===== config.mk =====
export PLATFORM = sky130hd
export DESIGN_NAME = temp_limit_alarm
export DESIGN_NICKNAME = d
export VERILOG_FILES = /design/src/logic/temp_alarm_pkg.sv /design/src/logic/failsafe_chan.sv /design/src/logic/temp_limit_alarm.sv
export SDC_FILE = /design/constraint.sdc
export NUM_CORES = 1
export LEC_CHECK = 0
export ABC_AREA = 1
export BUFFER_PORTS_ARGS = -buffer_cell sky130_fd_sc_hd__buf_2
export CORE_UTILIZATION = 38
export DETAILED_ROUTE_END_ITERATION = 10
export SYNTH_ARGS = -nofsm -noshare
export SYNTH_HDL_FRONTEND = slang
export SYNTH_SLANG_ARGS = --single-unit

===== constraint.sdc =====
create_clock -name i_clk -period 5.4 [get_ports i_clk]
set_input_delay 0.27 -clock i_clk [delete_from_list [all_inputs] [get_ports i_clk]]
set_output_delay 0.27 -clock i_clk [all_outputs]
set_load 0.05 [all_outputs]

===== src/logic/temp_alarm_pkg.sv =====
`default_nettype none
package temp_alarm_pkg;
  localparam int          TEMP_W         = 8;
  localparam logic [7:0]  HYST_RESET     = 8'h0A;  // ten degrees
  localparam logic [7:0]  LOW_LIM_RESET  = 8'h00;  // zero degrees
  localparam logic [7:0]  HIGH_LIM_RESET = 8'h55;
  localparam logic [7:0]  FS_LIM_RESET   = 8'h55;
  localparam logic [7:0]  UNDERRANGE     = 8'h80;  // -128
  localparam logic [7:0]  OFFSET_RESET   = 8'h00;
  localparam int          OPEN_BIT       = 2;
  localparam int          STATUS_W       = 8;

  // per channel limits; index 0 local, 1 remote
  typedef struct packed {
    logic [7:0] low;
    logic [7:0] high;
    logic [7:0] fs;
  } limits_s;

  // one finished conversion of both channels
  typedef struct packed {
    logic       valid;
    logic       start;
    logic [7:0] local_t;
    logic [7:0] remote_raw;
    logic       underrange;
  } conv_s;
endpackage
`default_nettype wire


===== src/logic/failsafe_chan.sv =====
`default_nettype none
module failsafe_chan
  import temp_alarm_pkg::*;
(
  input  wire logic       i_clk,
  input  wire logic       i_rst_n,
  input  wire logic       i_update,
  input  wire logic [7:0] i_temp,
  input  wire logic [7:0] i_fs_lim,
  input  wire logic [7:0] i_hyst,
  output logic            o_active
);
  typedef struct packed {
    logic active;
  } fs_state_s;

  fs_state_s   st_ff;
  fs_state_s   nxt_st;
  logic signed [9:0] release_pt;

  // release point computed wide so a large hysteresis never wraps
  always_comb begin
    release_pt = 10'(signed'(i_fs_lim)) - 10'(signed'({1'b0, i_hyst}));
    nxt_st     = st_ff;
    if (i_update) begin
      if ($signed(i_temp) > $signed(i_fs_lim)) begin
        nxt_st.active = 1'b1;
      end else if (10'(signed'(i_temp)) < release_pt) begin
        nxt_st.active = 1'b0;
      end
    end
  end

  always_ff @(posedge i_clk) begin
    if (!i_rst_n) begin
      st_ff <= '0;
    end else begin
      st_ff <= nxt_st;
    end
  end

  assign o_active = st_ff.active;

  fs_hold_a: assert property (@(posedge i_clk) disable iff (!i_rst_n)
    (st_ff.active && !i_update) |=> st_ff.active)
    else $error("fail-safe dropped without a new result");
endmodule
`default_nettype wire


===== src/logic/temp_limit_alarm.sv =====
`default_nettype none
module temp_limit_alarm
  import temp_alarm_pkg::*;
(
  input  wire logic         i_clk,
  input  wire logic         i_rst_n,
  input  wire conv_s        i_conv,
  input  wire logic         i_open_diode,
  input  wire logic         i_alert_mask,
  input  wire logic         i_ara_done,
  input  wire logic         i_lim_we,
  input  wire logic         i_lim_sel,
  input  wire limits_s      i_lim_wdata,
  input  wire logic         i_hyst_we,
  input  wire logic [7:0]   i_hyst_wdata,
  input  wire logic         i_offset_we,
  input  wire logic [7:0]   i_offset_wdata,
  input  wire logic         i_status_clr,
  output logic [7:0]        o_local_temp,
  output logic [7:0]        o_remote_temp,
  output logic [STATUS_W-1:0] o_status,
  output logic [7:0]        o_hyst,
  output logic              o_alert_n,
  output logic              o_alert_oe,
  output logic              o_overtemp_failsafe_n,
  output logic              o_overtemp_failsafe_oe
);
  typedef struct packed {
    logic [1:0]         open_sync;
    limits_s            lim_loc;
    limits_s            lim_rem;
    logic [7:0]         hyst;
    logic [7:0]         offset;
    logic [7:0]         local_t;
    logic [7:0]         remote_t;
    logic               open_flag;
    logic               alert_latch;
    logic [STATUS_W-1:0] status;
    logic               upd;
  } state_s;

  state_s      st_ff;
  state_s      nxt_st;
  logic        fs_loc;
  logic        fs_rem;
  logic        viol_loc;
  logic        viol_rem;
  logic        cause;
  logic [8:0]  sum_w;
  logic [7:0]  rem_corr;

  // remote correction with saturation so an offset cannot wrap the sign
  always_comb begin
    sum_w = {i_conv.remote_raw[7], i_conv.remote_raw}
          + {st_ff.offset[7], st_ff.offset};
    if (sum_w[8] != sum_w[7]) begin
      rem_corr = sum_w[8] ? 8'h80 : 8'h7F;
    end else begin
      rem_corr = sum_w[7:0];
    end
    if (i_conv.underrange) begin
      rem_corr = UNDERRANGE;
    end
  end

  // violations on stored results; in-band gives nothing
  always_comb begin
    viol_loc = ($signed(st_ff.local_t) <= $signed(st_ff.lim_loc.low))
            || ($signed(st_ff.local_t) > $signed(st_ff.lim_loc.high));
    viol_rem = ($signed(st_ff.remote_t) <= $signed(st_ff.lim_rem.low))
            || ($signed(st_ff.remote_t) > $signed(st_ff.lim_rem.high));
    cause    = viol_loc || viol_rem || st_ff.open_flag;
  end

  // next state
  always_comb begin
    nxt_st           = st_ff;
    nxt_st.open_sync = {st_ff.open_sync[0], i_open_diode};
    nxt_st.upd       = 1'b0;
    if (i_lim_we) begin
      if (i_lim_sel) begin
        nxt_st.lim_rem = i_lim_wdata;
      end else begin
        nxt_st.lim_loc = i_lim_wdata;
      end
    end
    if (i_hyst_we) begin
      nxt_st.hyst = i_hyst_wdata;
    end
    if (i_offset_we) begin
      nxt_st.offset = i_offset_wdata;
    end
    // comparator only looked at when a conversion starts
    if (i_conv.start) begin
      nxt_st.open_flag = st_ff.open_sync[1];
    end
    if (i_conv.valid) begin
      nxt_st.local_t  = i_conv.local_t;
      nxt_st.remote_t = rem_corr;
      nxt_st.upd      = 1'b1;
    end
    // sticky status: a set in the clear cycle wins
    if (i_status_clr) begin
      nxt_st.status = '0;
    end
    if (i_conv.start && st_ff.open_sync[1]) begin
      nxt_st.status[OPEN_BIT] = 1'b1;
    end
    // alert latches; released only via alert response with cause gone
    if (cause) begin
      nxt_st.alert_latch = 1'b1;
    end else if (i_ara_done) begin
      nxt_st.alert_latch = 1'b0;
    end
  end

  always_ff @(posedge i_clk) begin
    if (!i_rst_n) begin
      st_ff             <= '0;
      st_ff.lim_loc     <= '{low: LOW_LIM_RESET, high: HIGH_LIM_RESET, fs: FS_LIM_RESET};
      st_ff.lim_rem     <= '{low: LOW_LIM_RESET, high: HIGH_LIM_RESET, fs: FS_LIM_RESET};
      st_ff.hyst        <= HYST_RESET;
      st_ff.offset      <= OFFSET_RESET;
    end else begin
      st_ff <= nxt_st;
    end
  end

  failsafe_chan u_fs_loc (
    .i_clk    (i_clk),
    .i_rst_n  (i_rst_n),
    .i_update (st_ff.upd),
    .i_temp   (st_ff.local_t),
    .i_fs_lim (st_ff.lim_loc.fs),
    .i_hyst   (st_ff.hyst),
    .o_active (fs_loc)
  );

  failsafe_chan u_fs_rem (
    .i_clk    (i_clk),
    .i_rst_n  (i_rst_n),
    .i_update (st_ff.upd),
    .i_temp   (st_ff.remote_t),
    .i_fs_lim (st_ff.lim_rem.fs),
    .i_hyst   (st_ff.hyst),
    .o_active (fs_rem)
  );

  // open-drain pins: enable high means pulling low
  assign o_alert_n              = !(st_ff.alert_latch && !i_alert_mask);
  assign o_alert_oe             = !o_alert_n;
  assign o_overtemp_failsafe_n  = !(fs_loc || fs_rem);
  assign o_overtemp_failsafe_oe = !o_overtemp_failsafe_n;
  assign o_local_temp           = st_ff.local_t;
  assign o_remote_temp          = st_ff.remote_t;
  assign o_status               = st_ff.status;
  assign o_hyst                 = st_ff.hyst;

  low_alarm_a: assert property (@(posedge i_clk) disable iff (!i_rst_n)
    ($signed(st_ff.local_t) <= $signed(st_ff.lim_loc.low)) |=> st_ff.alert_latch)
    else $error("low violation did not latch alert");
  high_alarm_a: assert property (@(posedge i_clk) disable iff (!i_rst_n)
    ($signed(st_ff.remote_t) > $signed(st_ff.lim_rem.high)) |=> st_ff.alert_latch)
    else $error("high violation did not latch alert");
  mask_gate_a: assert property (@(posedge i_clk) disable iff (!i_rst_n)
    i_alert_mask |-> o_alert_n)
    else $error("masked alert still driven");
  fs_nomask_a: assert property (@(posedge i_clk) disable iff (!i_rst_n)
    (st_ff.upd && (($signed(st_ff.local_t) > $signed(st_ff.lim_loc.fs))
                || ($signed(st_ff.remote_t) > $signed(st_ff.lim_rem.fs))))
    |=> !o_overtemp_failsafe_n && o_overtemp_failsafe_oe)
    else $error("fail-safe not driven");
  short_code_a: assert property (@(posedge i_clk) disable iff (!i_rst_n)
    (i_conv.valid && i_conv.underrange) |=> st_ff.remote_t == UNDERRANGE)
    else $error("under-range not reported as -128");
  short_alarm_a: assert property (@(posedge i_clk) disable iff (!i_rst_n)
    (st_ff.remote_t == UNDERRANGE) |=> st_ff.alert_latch)
    else $error("-128 did not raise alert");
  open_status_a: assert property (@(posedge i_clk) disable iff (!i_rst_n)
    (i_conv.start && st_ff.open_sync[1]) |=> st_ff.status[OPEN_BIT])
    else $error("open diode not flagged");
  open_alarm_a: assert property (@(posedge i_clk) disable iff (!i_rst_n)
    st_ff.open_flag |=> st_ff.alert_latch)
    else $error("open diode did not raise alert");
  ara_keep_a: assert property (@(posedge i_clk) disable iff (!i_rst_n)
    (st_ff.alert_latch && cause) |=> st_ff.alert_latch)
    else $error("alert released while cause present");
  offset_add_a: assert property (@(posedge i_clk) disable iff (!i_rst_n)
    (i_conv.valid && !i_conv.underrange && !i_offset_we && sum_w[8] == sum_w[7])
    |=> st_ff.remote_t == 8'($past(i_conv.remote_raw) + $past(st_ff.offset)))
    else $error("offset not applied");
  hyst_write_a: assert property (@(posedge i_clk) disable iff (!i_rst_n)
    i_hyst_we |=> o_hyst == $past(i_hyst_wdata))
    else $error("hysteresis write lost");

  alarm_seen_c: cover property (@(posedge i_clk) disable iff (!i_rst_n) !o_alert_n);
  fs_seen_c:    cover property (@(posedge i_clk) disable iff (!i_rst_n)
    !o_overtemp_failsafe_n ##[1:50] o_overtemp_failsafe_n);
  ara_clr_c:    cover property (@(posedge i_clk) disable iff (!i_rst_n)
    st_ff.alert_latch ##1 !st_ff.alert_latch);
endmodule
`default_nettype wire


==> results of run 1 <==
==> per-layer routing <==
| metal | track usage (%) | vias up |
|---|---|---|
| li1 | - | 2801 |
| met1 | 25.4 | 2326 |
| met2 | 31.5 | 100 |
| met3 | 4.24 | 11 |
| met4 | 4.91 | 0 |
| met5 | 0 | - |
==> worst min-delay path by stage <==
stage,from,endpoint,depth (start not counted)
after global routing,i_open_diode,nxt_st[92]$_SDFF_PN0_,3
after global placement,nxt_st[92]$_SDFF_PN0_,st_ff[92]$_SDFF_PN0_,2
after floorplan,i_open_diode,nxt_st[92]$_SDFF_PN0_,2
after detailed placement,nxt_st[92]$_SDFF_PN0_,st_ff[92]$_SDFF_PN0_,2
final,i_open_diode,nxt_st[92]$_SDFF_PN0_,3
after CTS,i_open_diode,nxt_st[92]$_SDFF_PN0_,3
==> cell usage after synthesis (all sizes together) (10+ instances only) <==
master and count:
nand2 138, inv 125, a21oi 98, ha 92, dfxtp 88, o21ai 75
nor2 59, buf 35, nand3 26, clkbuf 17, o211ai 16, xor2 10
==> kinds of logic (layout without fill, tap and decap cells) <==
logic type | count (synthesis) | in the layout | synth area share [%]
DFF | 88 | 88 | 28.9
adders and majority gates | 95 | 95 | 19.9
buffers and inverters | 177 | 240 | 13.0
AOI/OAI and AO/OA | 199 | 199 | 18.3
and+or+nand+nor | 245 | 245 | 17.4
other | 1 | 7 | 0.0616
xor gates and xnor gates | 17 | 17 | 2.44
==> through the flow <==
step                      util (%)  area (um^2)
after global routing          44.5         6860
after floorplan                  -         6110
after detailed placement      42.5         6560
after CTS                     44.5         6860
after global placement        42.5         6560
final                         44.5         6860
==> worst reg2reg max path, stage by stage, from the launching register on <==
cell	delay (ns)
dfxtp_1	0.40
ha_1	0.17
inv_1	0.06
fa_1	0.41
nand3_1	0.09
nand2_1	0.11
a21oi_1	0.14
o21ai_0	0.10
xor2_1	0.15
ha_1	0.28
nand2_1	0.05
nor2_1	0.12
nand2_1	0.06
a21oi_1	0.12
o21ai_0	0.10
nand2_1	0.06
nand2_1	0.05
a21oi_1	0.11
==> flip-flops by register name, indices dropped and copies added, names as in the netlist <==
register	count
u_fs_rem.o_active	1
o_remote_temp	8
nxt_st	1
st_ff	60
o_hyst	8
o_status	1
o_local_temp	8
u_fs_loc.o_active	1
==> layout make-up <==
| cell class | count | share of cell area [%] |
|---|---|---|
| clock buffers | 10 | 3.34 |
| repair buffers | 99 | 7.29 |
| inverters | 125 | 6.84 |
| flip-flops and latches | 88 | 25.7 |
| multi-input cells | 563 | 51.9 |
| clock inverters | 6 | 1.11 |
| well taps | 211 | 3.85 |
==> power by group through the flow <==
| stage | Sequential, mW | Combinational [mW] | Clock, mW |
|---|---|---|---|
| after floorplan | 0.732 | 0.464 | 0 |
| after global placement | 0.749 | 0.570 | 0 |
| after detailed placement | 0.750 | 0.573 | 0 |
| after CTS | 0.735 | 0.576 | 0.666 |
| after global routing | 0.740 | 0.659 | 0.696 |
| final | 0.734 | 0.572 | 0.653 |
==> flow_metrics.env, run 1 <==
export IMPL_fin_ws_ns=2.76
export IMPL_wirelength_um=15100
export IMPL_regArea_um2=1760
export IMPL_cts_setup_buffers=0
export IMPL_finalHoldViolCount=0
export IMPL_powerDensity_nw_per_um2=285
export IMPL_cts_tree="done"
export IMPL_synth_edff_count=0
export IMPL_final_cell_mix="nand2_1 (128), inv_1 (123), buf_2 (97)"
export IMPL_finalClockSkew_ns=0.00688
export IMPL_vdd_drop_max_mv=0.194
export IMPL_crit_type="flop to flop"
export IMPL_drc_errors=0
export IMPL_crit_top_cell="nand2_1"
export IMPL_start_kind="flop"
export IMPL_finalPower_mw=1.96
export IMPL_fp_dieArea_um2=16500
export IMPL_fin_crit_sh_pct=48.8
export IMPL_syn_area_per_cell_um2=7.41
export IMPL_dr_wl_met3_um=657
export IMPL_min_path_type="primary input to flop"
export IMPL_nets=1050
export IMPL_cp_max_fo=4
export IMPL_synthesis_area_um2=6090
export IMPL_ctsHoldBuffers=0
export IMPL_first_pass_iters=4
export IMPL_maxCapViolCount=0
export IMPL_cts_resized=0
export IMPL_wl_per_cell_um=13.7
export IMPL_cts_root_buf="clkbuf_16"
export IMPL_critPathMaxStageDelay_ns=0.41
export IMPL_die_w_um=129
export IMPL_clock_path_buffers=2
export IMPL_drv_slew=0
export IMPL_finalSetupTns_ns=0
export IMPL_swShare_pct=35.2
export IMPL_io_pins=105
export IMPL_crit_end="u_fs_loc.o_active$_SDFFE_PN0P_"
export IMPL_antenna_left=0
export IMPL_grt_pass1_wl_um=24300
export IMPL_crit_path_top_delay_cell="fa_1"
export IMPL_power_switching_mw=0.689
export IMPL_layout_drive_gt1_share_pct=15.8
export IMPL_grt_max_degree=76
export IMPL_die_y_um=129
export IMPL_synth_largest_area_cell="dfxtp_1"
export IMPL_worst_pin_slew_ns=0.869
export IMPL_startpoint="o_hyst[0]$_SDFFE_PN0P_"
export IMPL_crit_family="adder cells"
export IMPL_gp_congestion=0.873
export IMPL_r2r_end="u_fs_loc.o_active$_SDFFE_PN0P_"
export IMPL_instances_no_fill=1102
export IMPL_outcome="finished clean"
export IMPL_clk_latency_ns=0.35
export IMPL_synth_top_area_share_pct=28.9
export IMPL_wl_met1_um=7450
export IMPL_worst_r2r_cell_count=17
export IMPL_finalSetupViolations=0
export IMPL_multi_input_area_um2=3560
export IMPL_p_clk_share_pct=33.3
export IMPL_met2_length_um=6780
export IMPL_cp_num_buf_inv=1
export IMPL_ys_seq_area_share_pct=28.9
export IMPL_worstPathRequired_ns=5.67
export IMPL_cts_buffers=9
export IMPL_relSlewSlack_pct=42.0
export IMPL_end_kind="flop"
export IMPL_vias_per_cell=4.75
export IMPL_final_common_cell="nand2_1"
export IMPL_max_freq_ghz=0.379
export IMPL_timing_hold_ws_ns=0.0959
export IMPL_timing_rr_start="o_hyst[0]$_SDFFE_PN0P_"
export IMPL_worstPathArrival_ns=2.91
export IMPL_hpwl_um=11900
export IMPL_via_count=5238
export IMPL_p_int_mw=1.27
export IMPL_topRoutingLayerUsed="met4"
export IMPL_dp_cells=1086
export IMPL_rows=45
export IMPL_ys_seq_elements=88
export IMPL_p_leak_nw=3.52
export IMPL_cp_depth=17
export IMPL_first_iter_violations=261
export IMPL_comb_power_share_pct=29.2
export IMPL_period_minus_slack_ns=2.64
export IMPL_gr_total_overflow=0
export IMPL_p_seq_share_pct=37.5
export IMPL_cts_sinks=88
export IMPL_yosys_most_used_dff="dfxtp_1"
export IMPL_grt_usage_pct=19.2
export IMPL_n_fill_cell=1657
export IMPL_path_clk_slew_ns=0.07
export IMPL_area_delta_synth_final_pct=12.7
export IMPL_rsz0062_at_grt="no"
export IMPL_antenna_found_initial=0
export IMPL_ys_top_cells_by_area="dfxtp_1 (29%), ha_1 (19%), nand2_1 (7.9%)"
export IMPL_grt_pass1_vias=4866
export IMPL_post_place_ws_ns=2.80
export IMPL_synth_warning_count=0
export IMPL_io_buffers=97
export IMPL_synthDistinctLibCells=35
export IMPL_synth_cells=822
export IMPL_cp_cell_sequence="ha_1, inv_1, fa_1, nand3_1, nand2_1, a21oi_1, o21ai_0, xor2_1, ha_1, nand2_1, nor2_1, nand2_1, a21oi_1, o21ai_0, nand2_1, nand2_1, a21oi_1"
export IMPL_core_um2=15400
export IMPL_r2r_slack_ns=2.76
export IMPL_diodes=0
export IMPL_cts_max_level=3
export IMPL_synthArstFlopShare_pct=0
export IMPL_start_util_pct=39.5
(Power assumes the default switching activity.)
==> inputs of run 2 (changes only) <==
==> constraint.sdc (replaced) <==
create_clock -name i_clk -period 2.6 [get_ports i_clk]
set_input_delay 0.13 -clock i_clk [delete_from_list [all_inputs] [get_ports i_clk]]
set_output_delay 0.13 -clock i_clk [all_outputs]
set_load 0.05 [all_outputs]
==> run 2 against run 1 <==
Final area rose by 6.6%. First-iteration DRC count grew 15%. Global-route usage increased by 0.42 points. Worst setup slack lost 2.6 ns. Cell count increased by 2.4%. Sequential cell count unchanged. Sequential share of layout area down 1.4 points. Die area is the same. Non-clock buffer count grew 26. Count of clock-buffer cells in the layout up 2. Core utilization grew 3.0 points. Power is 110% higher. Largest cell class unchanged. Largest power group unchanged. Highest routed layer unchanged.
==> flow_metrics.env, run 2 (synthesized netlist as in run 1, its figures left out) <==
export IMPL_start_util_pct=39.5
export IMPL_grt_max_degree=51
export IMPL_io_buffers=97
export IMPL_final_cell_mix="nand2_1 (122), inv_1 (113), buf_2 (97)"
export IMPL_cts_max_level=3
export IMPL_grt_pass1_vias=4922
export IMPL_clk_latency_ns=0.35
export IMPL_path_clk_slew_ns=0.07
export IMPL_antenna_left=0
export IMPL_r2r_slack_ns=0.15
export IMPL_end_kind="flop"
export IMPL_vias_per_cell=4.78
export IMPL_cts_tree="done"
export IMPL_n_fill_cell=1627
export IMPL_nets=1076
export IMPL_cts_root_buf="clkbuf_16"
export IMPL_regArea_um2=1780
export IMPL_hpwl_um=12100
export IMPL_die_w_um=129
export IMPL_clock_path_buffers=2
export IMPL_worst_r2r_cell_count=17
export IMPL_post_dp_cell_area_um2=6600
export IMPL_finalSetupViolations=0
export IMPL_drv_slew=0
export IMPL_multi_input_area_um2=3810
export IMPL_grt_usage_pct=19.6
export IMPL_first_pass_iters=6
export IMPL_cts_buffers=9
export IMPL_diodes=0
export IMPL_area_delta_synth_final_pct=20.2
export IMPL_drc_errors=0
export IMPL_finalHoldViolCount=0
export IMPL_max_freq_ghz=0.408
export IMPL_worst_pin_slew_ns=0.860
export IMPL_period_minus_slack_ns=2.45
export IMPL_core_um2=15400
export IMPL_start_kind="flop"
export IMPL_wl_met1_um=7840
export IMPL_powerDensity_nw_per_um2=562
export IMPL_layout_drive_gt1_share_pct=23.1
export IMPL_grt_pass1_wl_um=24800
export IMPL_whs_path_depth=3
export IMPL_max_flop_register="st_ff"
export IMPL_p_leak_nw=3.62
export IMPL_maxCapViolCount=0
export IMPL_outcome="finished clean"
export IMPL_first_iter_violations=300
export IMPL_wirelength_um=15800
export IMPL_die_y_um=129
export IMPL_fin_area_um2=7320
export IMPL_rows=45
export IMPL_rsz0062_at_grt="yes"
export IMPL_largest_register_ffs=60
export IMPL_io_pins=105
export IMPL_fp_dieArea_um2=16500
export IMPL_cts_sinks=88
export IMPL_crit_type="flop to flop"
export IMPL_dr_wl_met3_um=556
export IMPL_worstPathRequired_ns=2.79
export IMPL_min_path_type="primary input to flop"
export IMPL_wl_per_cell_um=14.1
export IMPL_cp_max_fo=3
export IMPL_final_common_cell="nand2_1"
export IMPL_finalPower_mw=4.11
export IMPL_via_count=5394
export IMPL_relSlewSlack_pct=42.6
export IMPL_vdd_drop_max_mv=0.366
export IMPL_gr_total_overflow=0
export IMPL_finalClockSkew_ns=0.00785
export IMPL_fin_crit_sh_pct=94.3
export IMPL_antenna_found_initial=0
export IMPL_worstPathArrival_ns=2.65
export IMPL_gp_congestion=0.818
export IMPL_met2_length_um=7300
export IMPL_topRoutingLayerUsed="met4"
export IMPL_final_core_util_pct=47.4
==> run 2: changes by cell type in the layout (fill, tap and decap cells not counted), sizes merged <==
cell         change
buf             +17
bufinv           -1
clkinvlp         +1
dlygate4sd3      +9
clkinv           +1
clkbuf           +2
inv              -3
==> run 2: per-layer routing <==
metal	track usage, %	up-vias
met4	6.02	0
met1	27.3	2426
met5	0	-
met2	31.1	98
li1	-	2860
met3	3.12	10
==> run 2: power by group <==
part / total, mW / internal (mW) / switching [mW]
registers: 1.53 / 1.44 / 0.0910
logic: 1.34 / 0.528 / 0.815
clock network: 1.24 / 0.677 / 0.560
total: 4.11 / 2.65 / 1.47
==> run 2: final timing paths <==
path,from,endpoint
max,st_ff[43]$_SDFFE_PN1P_,u_fs_rem.o_active$_SDFFE_PN0P_
min,i_offset_wdata[4],st_ff[31]$_SDFFE_PN0P_
max reg2reg,st_ff[43]$_SDFFE_PN1P_,u_fs_rem.o_active$_SDFFE_PN0P_
min reg2reg,nxt_st[92]$_SDFF_PN0_,st_ff[92]$_SDFF_PN0_
==> run 2: worst max-delay path: stages (launching register included) <==
cell and delay, ns:
dfxtp_2 0.33, inv_2 0.07, ha_4 0.13, inv_2 0.04, fa_2 0.40, nand3_2 0.08, nand2_2 0.07, nand4_1 0.10
nand2_1 0.07, xor2_1 0.16, ha_1 0.31, nand2_2 0.10, o21a_1 0.11, nand2_1 0.05, o21ai_1 0.12, nand2_1 0.06
nand2_1 0.05, a21oi_1 0.05
==> run 2: what timing repair did <==
item	CTS	global route
buffers inserted	0	12
hold endpoints to repair	9	0
gates resized for setup	0	68
hold buffers	9	0
endpoints found under the setup margin	0	2
==> run 2: through the flow <==
step	instances	setup slack [ns]	hold WS, ns	TNS (ns)
floorplan	828	0.236	0.228	0
global placement	1091	0.0544	0.312	0
detailed placement	1091	0.0105	0.318	0
CTS	1116	0.00149	0.0000144	0
global route	1128	-0.0830	0.00999	-0.112
finish	1128	0.148	0.00486	0
==> run 2: cell type report <==
cell class              instances  area share [%]
repair buffers                125            9.81
multi-input cells             563            52.1
clock inverters                 4           0.410
well taps                     211            3.61
clock buffers                  12            3.37
inverters                     125            6.48
flip-flops and latches         88            24.3
==> inputs of run 3 (changes only) <==
--- a/config.mk
+++ b/config.mk
@@ -5,7 +5,6 @@
 export SDC_FILE = /design/constraint.sdc
 export NUM_CORES = 1
 export LEC_CHECK = 0
-export ABC_AREA = 1
 export BUFFER_PORTS_ARGS = -buffer_cell sky130_fd_sc_hd__buf_2
 export CORE_UTILIZATION = 38
 export DETAILED_ROUTE_END_ITERATION = 10
==> run 3 against run 2 <==
Final area shrank 3.2%. Worst setup slack got worse by 0.14 ns. Count of clock-buffer cells in the layout unchanged. Routed wire length down 0.52%. Register-to-register slack worse by 0.14 ns. Hold slack gained 0.0072 ns. Fmax down 5.5%. Core utilization fell by 1.3 points. Sequential power about the same. Global-route usage rose by 0.36 points. Synthesized area is 0.49% lower.
==> flow_metrics.env, run 3 <==
export IMPL_core_um2=15400
export IMPL_max_flop_register="st_ff"
export IMPL_regArea_um2=1770
export IMPL_synth_cells=747
export IMPL_fin_crit_sh_pct=99.7
export IMPL_finalSetupViolations=0
export IMPL_ys_top_cells_by_area="dfxtp_1 (29%), ha_1 (19%), nand2_1 (6.8%)"
export IMPL_end_kind="flop"
export IMPL_powerDensity_nw_per_um2=560
export IMPL_grt_pass1_vias=4989
export IMPL_ys_seq_elements=88
export IMPL_maxCapViolCount=0
export IMPL_nets=997
export IMPL_synthDistinctLibCells=57
export IMPL_antenna_found_initial=0
export IMPL_synth_top_area_share_pct=29.1
export IMPL_final_cell_mix="nand2_1 (109), buf_2 (97), ha_1 (90)"
export IMPL_multi_input_area_um2=3810
export IMPL_cts_tree="done"
export IMPL_fin_ws_ns=0.00666
export IMPL_min_path_type="primary input to flop"
export IMPL_ys_seq_area_share_pct=29.1
export IMPL_layout_drive_gt1_share_pct=20.8
export IMPL_synth_edff_count=0
export IMPL_gp_congestion=0.847
export IMPL_grt_max_degree=60
export IMPL_period_minus_slack_ns=2.59
export IMPL_outcome="finished clean"
export IMPL_finalHoldViolCount=0
export IMPL_vdd_drop_max_mv=0.323
export IMPL_syn_area_per_cell_um2=8.11
export IMPL_synth_most_common_cell="nand2_1"
export IMPL_synthArstFlopShare_pct=0
export IMPL_synth_warning_count=0
export IMPL_drv_slew=0
export IMPL_start_util_pct=39.4
export IMPL_finalClockSkew_ns=0.00610
export IMPL_clk_latency_ns=0.35
export IMPL_largest_register_ffs=60
export IMPL_io_pins=105
export IMPL_area_delta_synth_final_pct=16.9
export IMPL_hpwl_um=12200
export IMPL_worst_pin_slew_ns=0.804
export IMPL_grt_usage_pct=20.0
export IMPL_rows=45
export IMPL_cp_max_fo=2
export IMPL_diodes=0
export IMPL_p_leak_nw=3.29
export IMPL_gr_total_overflow=0
export IMPL_first_iter_violations=174
export IMPL_fp_dieArea_um2=16500
export IMPL_clock_path_buffers=2
export IMPL_cts_root_buf="clkbuf_16"
export IMPL_final_common_cell="nand2_1"
export IMPL_rsz0062_at_grt="yes"
export IMPL_io_buffers=97
export IMPL_cts_max_level=3
export IMPL_first_pass_iters=4
export IMPL_start_kind="flop"
export IMPL_yosys_most_used_dff="dfxtp_1"
export IMPL_synth_common_cells="nand2_1 (109), ha_1 (92), dfxtp_1 (88)"
export IMPL_worstPathRequired_ns=2.80
export IMPL_cts_buffers=9
export IMPL_r2r_slack_ns=0.007
export IMPL_grt_pass1_wl_um=25300
export IMPL_die_w_um=128
export IMPL_post_place_ws_ns=-0.182
export IMPL_crit_type="flop to flop"
export IMPL_via_count=5258
export IMPL_wirelength_um=15800
export IMPL_path_clk_slew_ns=0.07
export IMPL_n_fill_cell=1584
export IMPL_synth_largest_area_cell="dfxtp_1"
export IMPL_antenna_left=0
export IMPL_wl_per_cell_um=15.0
export IMPL_final_core_util_pct=46.1
export IMPL_drc_errors=0
export IMPL_worstPathArrival_ns=2.79
export IMPL_finalPower_mw=3.97
export IMPL_relSlewSlack_pct=46.0
export IMPL_max_freq_ghz=0.386
export IMPL_vias_per_cell=5.01
export IMPL_die_y_um=128
export IMPL_synthesis_area_um2=6060
export IMPL_cts_sinks=88
[run 3: cell count changes in the layout (fill, tap and decap cells not counted), moves of 12 or more]
| cell | previous run | this run |
|---|---|---|
| a21oi_1 | 80 | 59 |
| a21oi_2 | 16 | 3 |
| ha_1 | 78 | 90 |
| inv_1 | 113 | 66 |
| mux2i_1 | 0 | 22 |
| nand2_1 | 122 | 109 |
| nand2_2 | 12 | 0 |
| o21ai_0 | 69 | 13 |
[run 3: critical path, cell delays in order (launching register included)]
cell and delay (ns):
dfxtp_2 0.32, inv_2 0.07, ha_4 0.13, inv_2 0.03
fa_2 0.34, a21o_1 0.20, a21oi_2 0.18, o21ai_2 0.09
nor2_1 0.12, xor2_1 0.17, ha_1 0.29, a211oi_2 0.21
o21ai_1 0.08, o21ai_1 0.13, a31oi_1 0.08
[run 3: metrics by stage]
| stage | instance area, um^2 | instances | TNS, ns | hold slack, ns |
|---|---|---|---|---|
| after floorplan | 6080 | 753 | 0 | 0.254 |
| after global placement | 6670 | 1028 | -0.204 | 0.342 |
| after detailed placement | 6670 | 1028 | -0.326 | 0.342 |
| after CTS | 7010 | 1047 | 0 | 0.00559 |
| after global routing | 7090 | 1049 | -0.222 | 0.00771 |
| final | 7090 | 1049 | 0 | 0.0120 |
[run 3: cells by family (layout without fill, tap and decap cells)]
group                      count (synthesis)  count (layout)  synth area share, %
muxes                                     22              22                 3.63
other                                      1               7               0.0619
AOI/OAI and AO/OA                        164             164                 17.8
adders and majority gates                 95              95                 20.0
xor gates and xnor gates                  18              18                 2.60
DFF                                       88              88                 29.1
and+or+nand+nor                          232             232                 17.0
buffers and inverters                    127             212                 9.85
[run 3: path summary, 6_finish.rpt]
| path | startpoint | end | cells past startpoint |
|---|---|---|---|
| setup / recovery | st_ff[43]$_SDFFE_PN1P_ | u_fs_rem.o_active$_SDFFE_PN0P_ | 14 |
| hold / removal | i_conv[15] | o_local_temp[6]$_SDFFE_PN0P_ | 3 |
| setup reg to reg | st_ff[43]$_SDFFE_PN1P_ | u_fs_rem.o_active$_SDFFE_PN0P_ | 14 |
| hold reg to reg | nxt_st[92]$_SDFF_PN0_ | st_ff[92]$_SDFF_PN0_ | 1 |
[run 3: layer usage]
| metal | wire length (um) | up-vias | GRT usage [%] |
|---|---|---|---|
| met5 | 0 | - | 0 |
| li1 | - | 2728 | - |
| met4 | 243 | 0 | 6.30 |
| met1 | 7580 | 2421 | 26.3 |
| met3 | 493 | 17 | 2.75 |
| met2 | 7450 | 92 | 33.6 |
[run 3: report_power, final]
| part | total (mW) | internal [mW] | switching (mW) |
|---|---|---|---|
| clock | 1.25 | 0.677 | 0.568 |
| sequential | 1.52 | 1.43 | 0.0868 |
| combinational | 1.20 | 0.498 | 0.707 |
| total | 3.97 | 2.61 | 1.36 |
[run 3: final cells by class]
type	instances	share of cell area (%)
Clock buffer	12	3.48
Clock inverter	4	0.388
Tap cell	211	3.73
Multi-Input combinational cell	538	53.7
Sequential cell	88	25.0
Inverter	72	3.81
Timing Repair Buffer	124	9.89
[run 3: repair_timing]
item | in CTS | in global routing
pin swaps | 4 | 18
endpoints found under the hold margin | 2 | 0
setup endpoints to repair | 2 | 2
gates resized for setup | 16 | 22
hold buffers | 2 | 0
setup buffers | 1 | 2
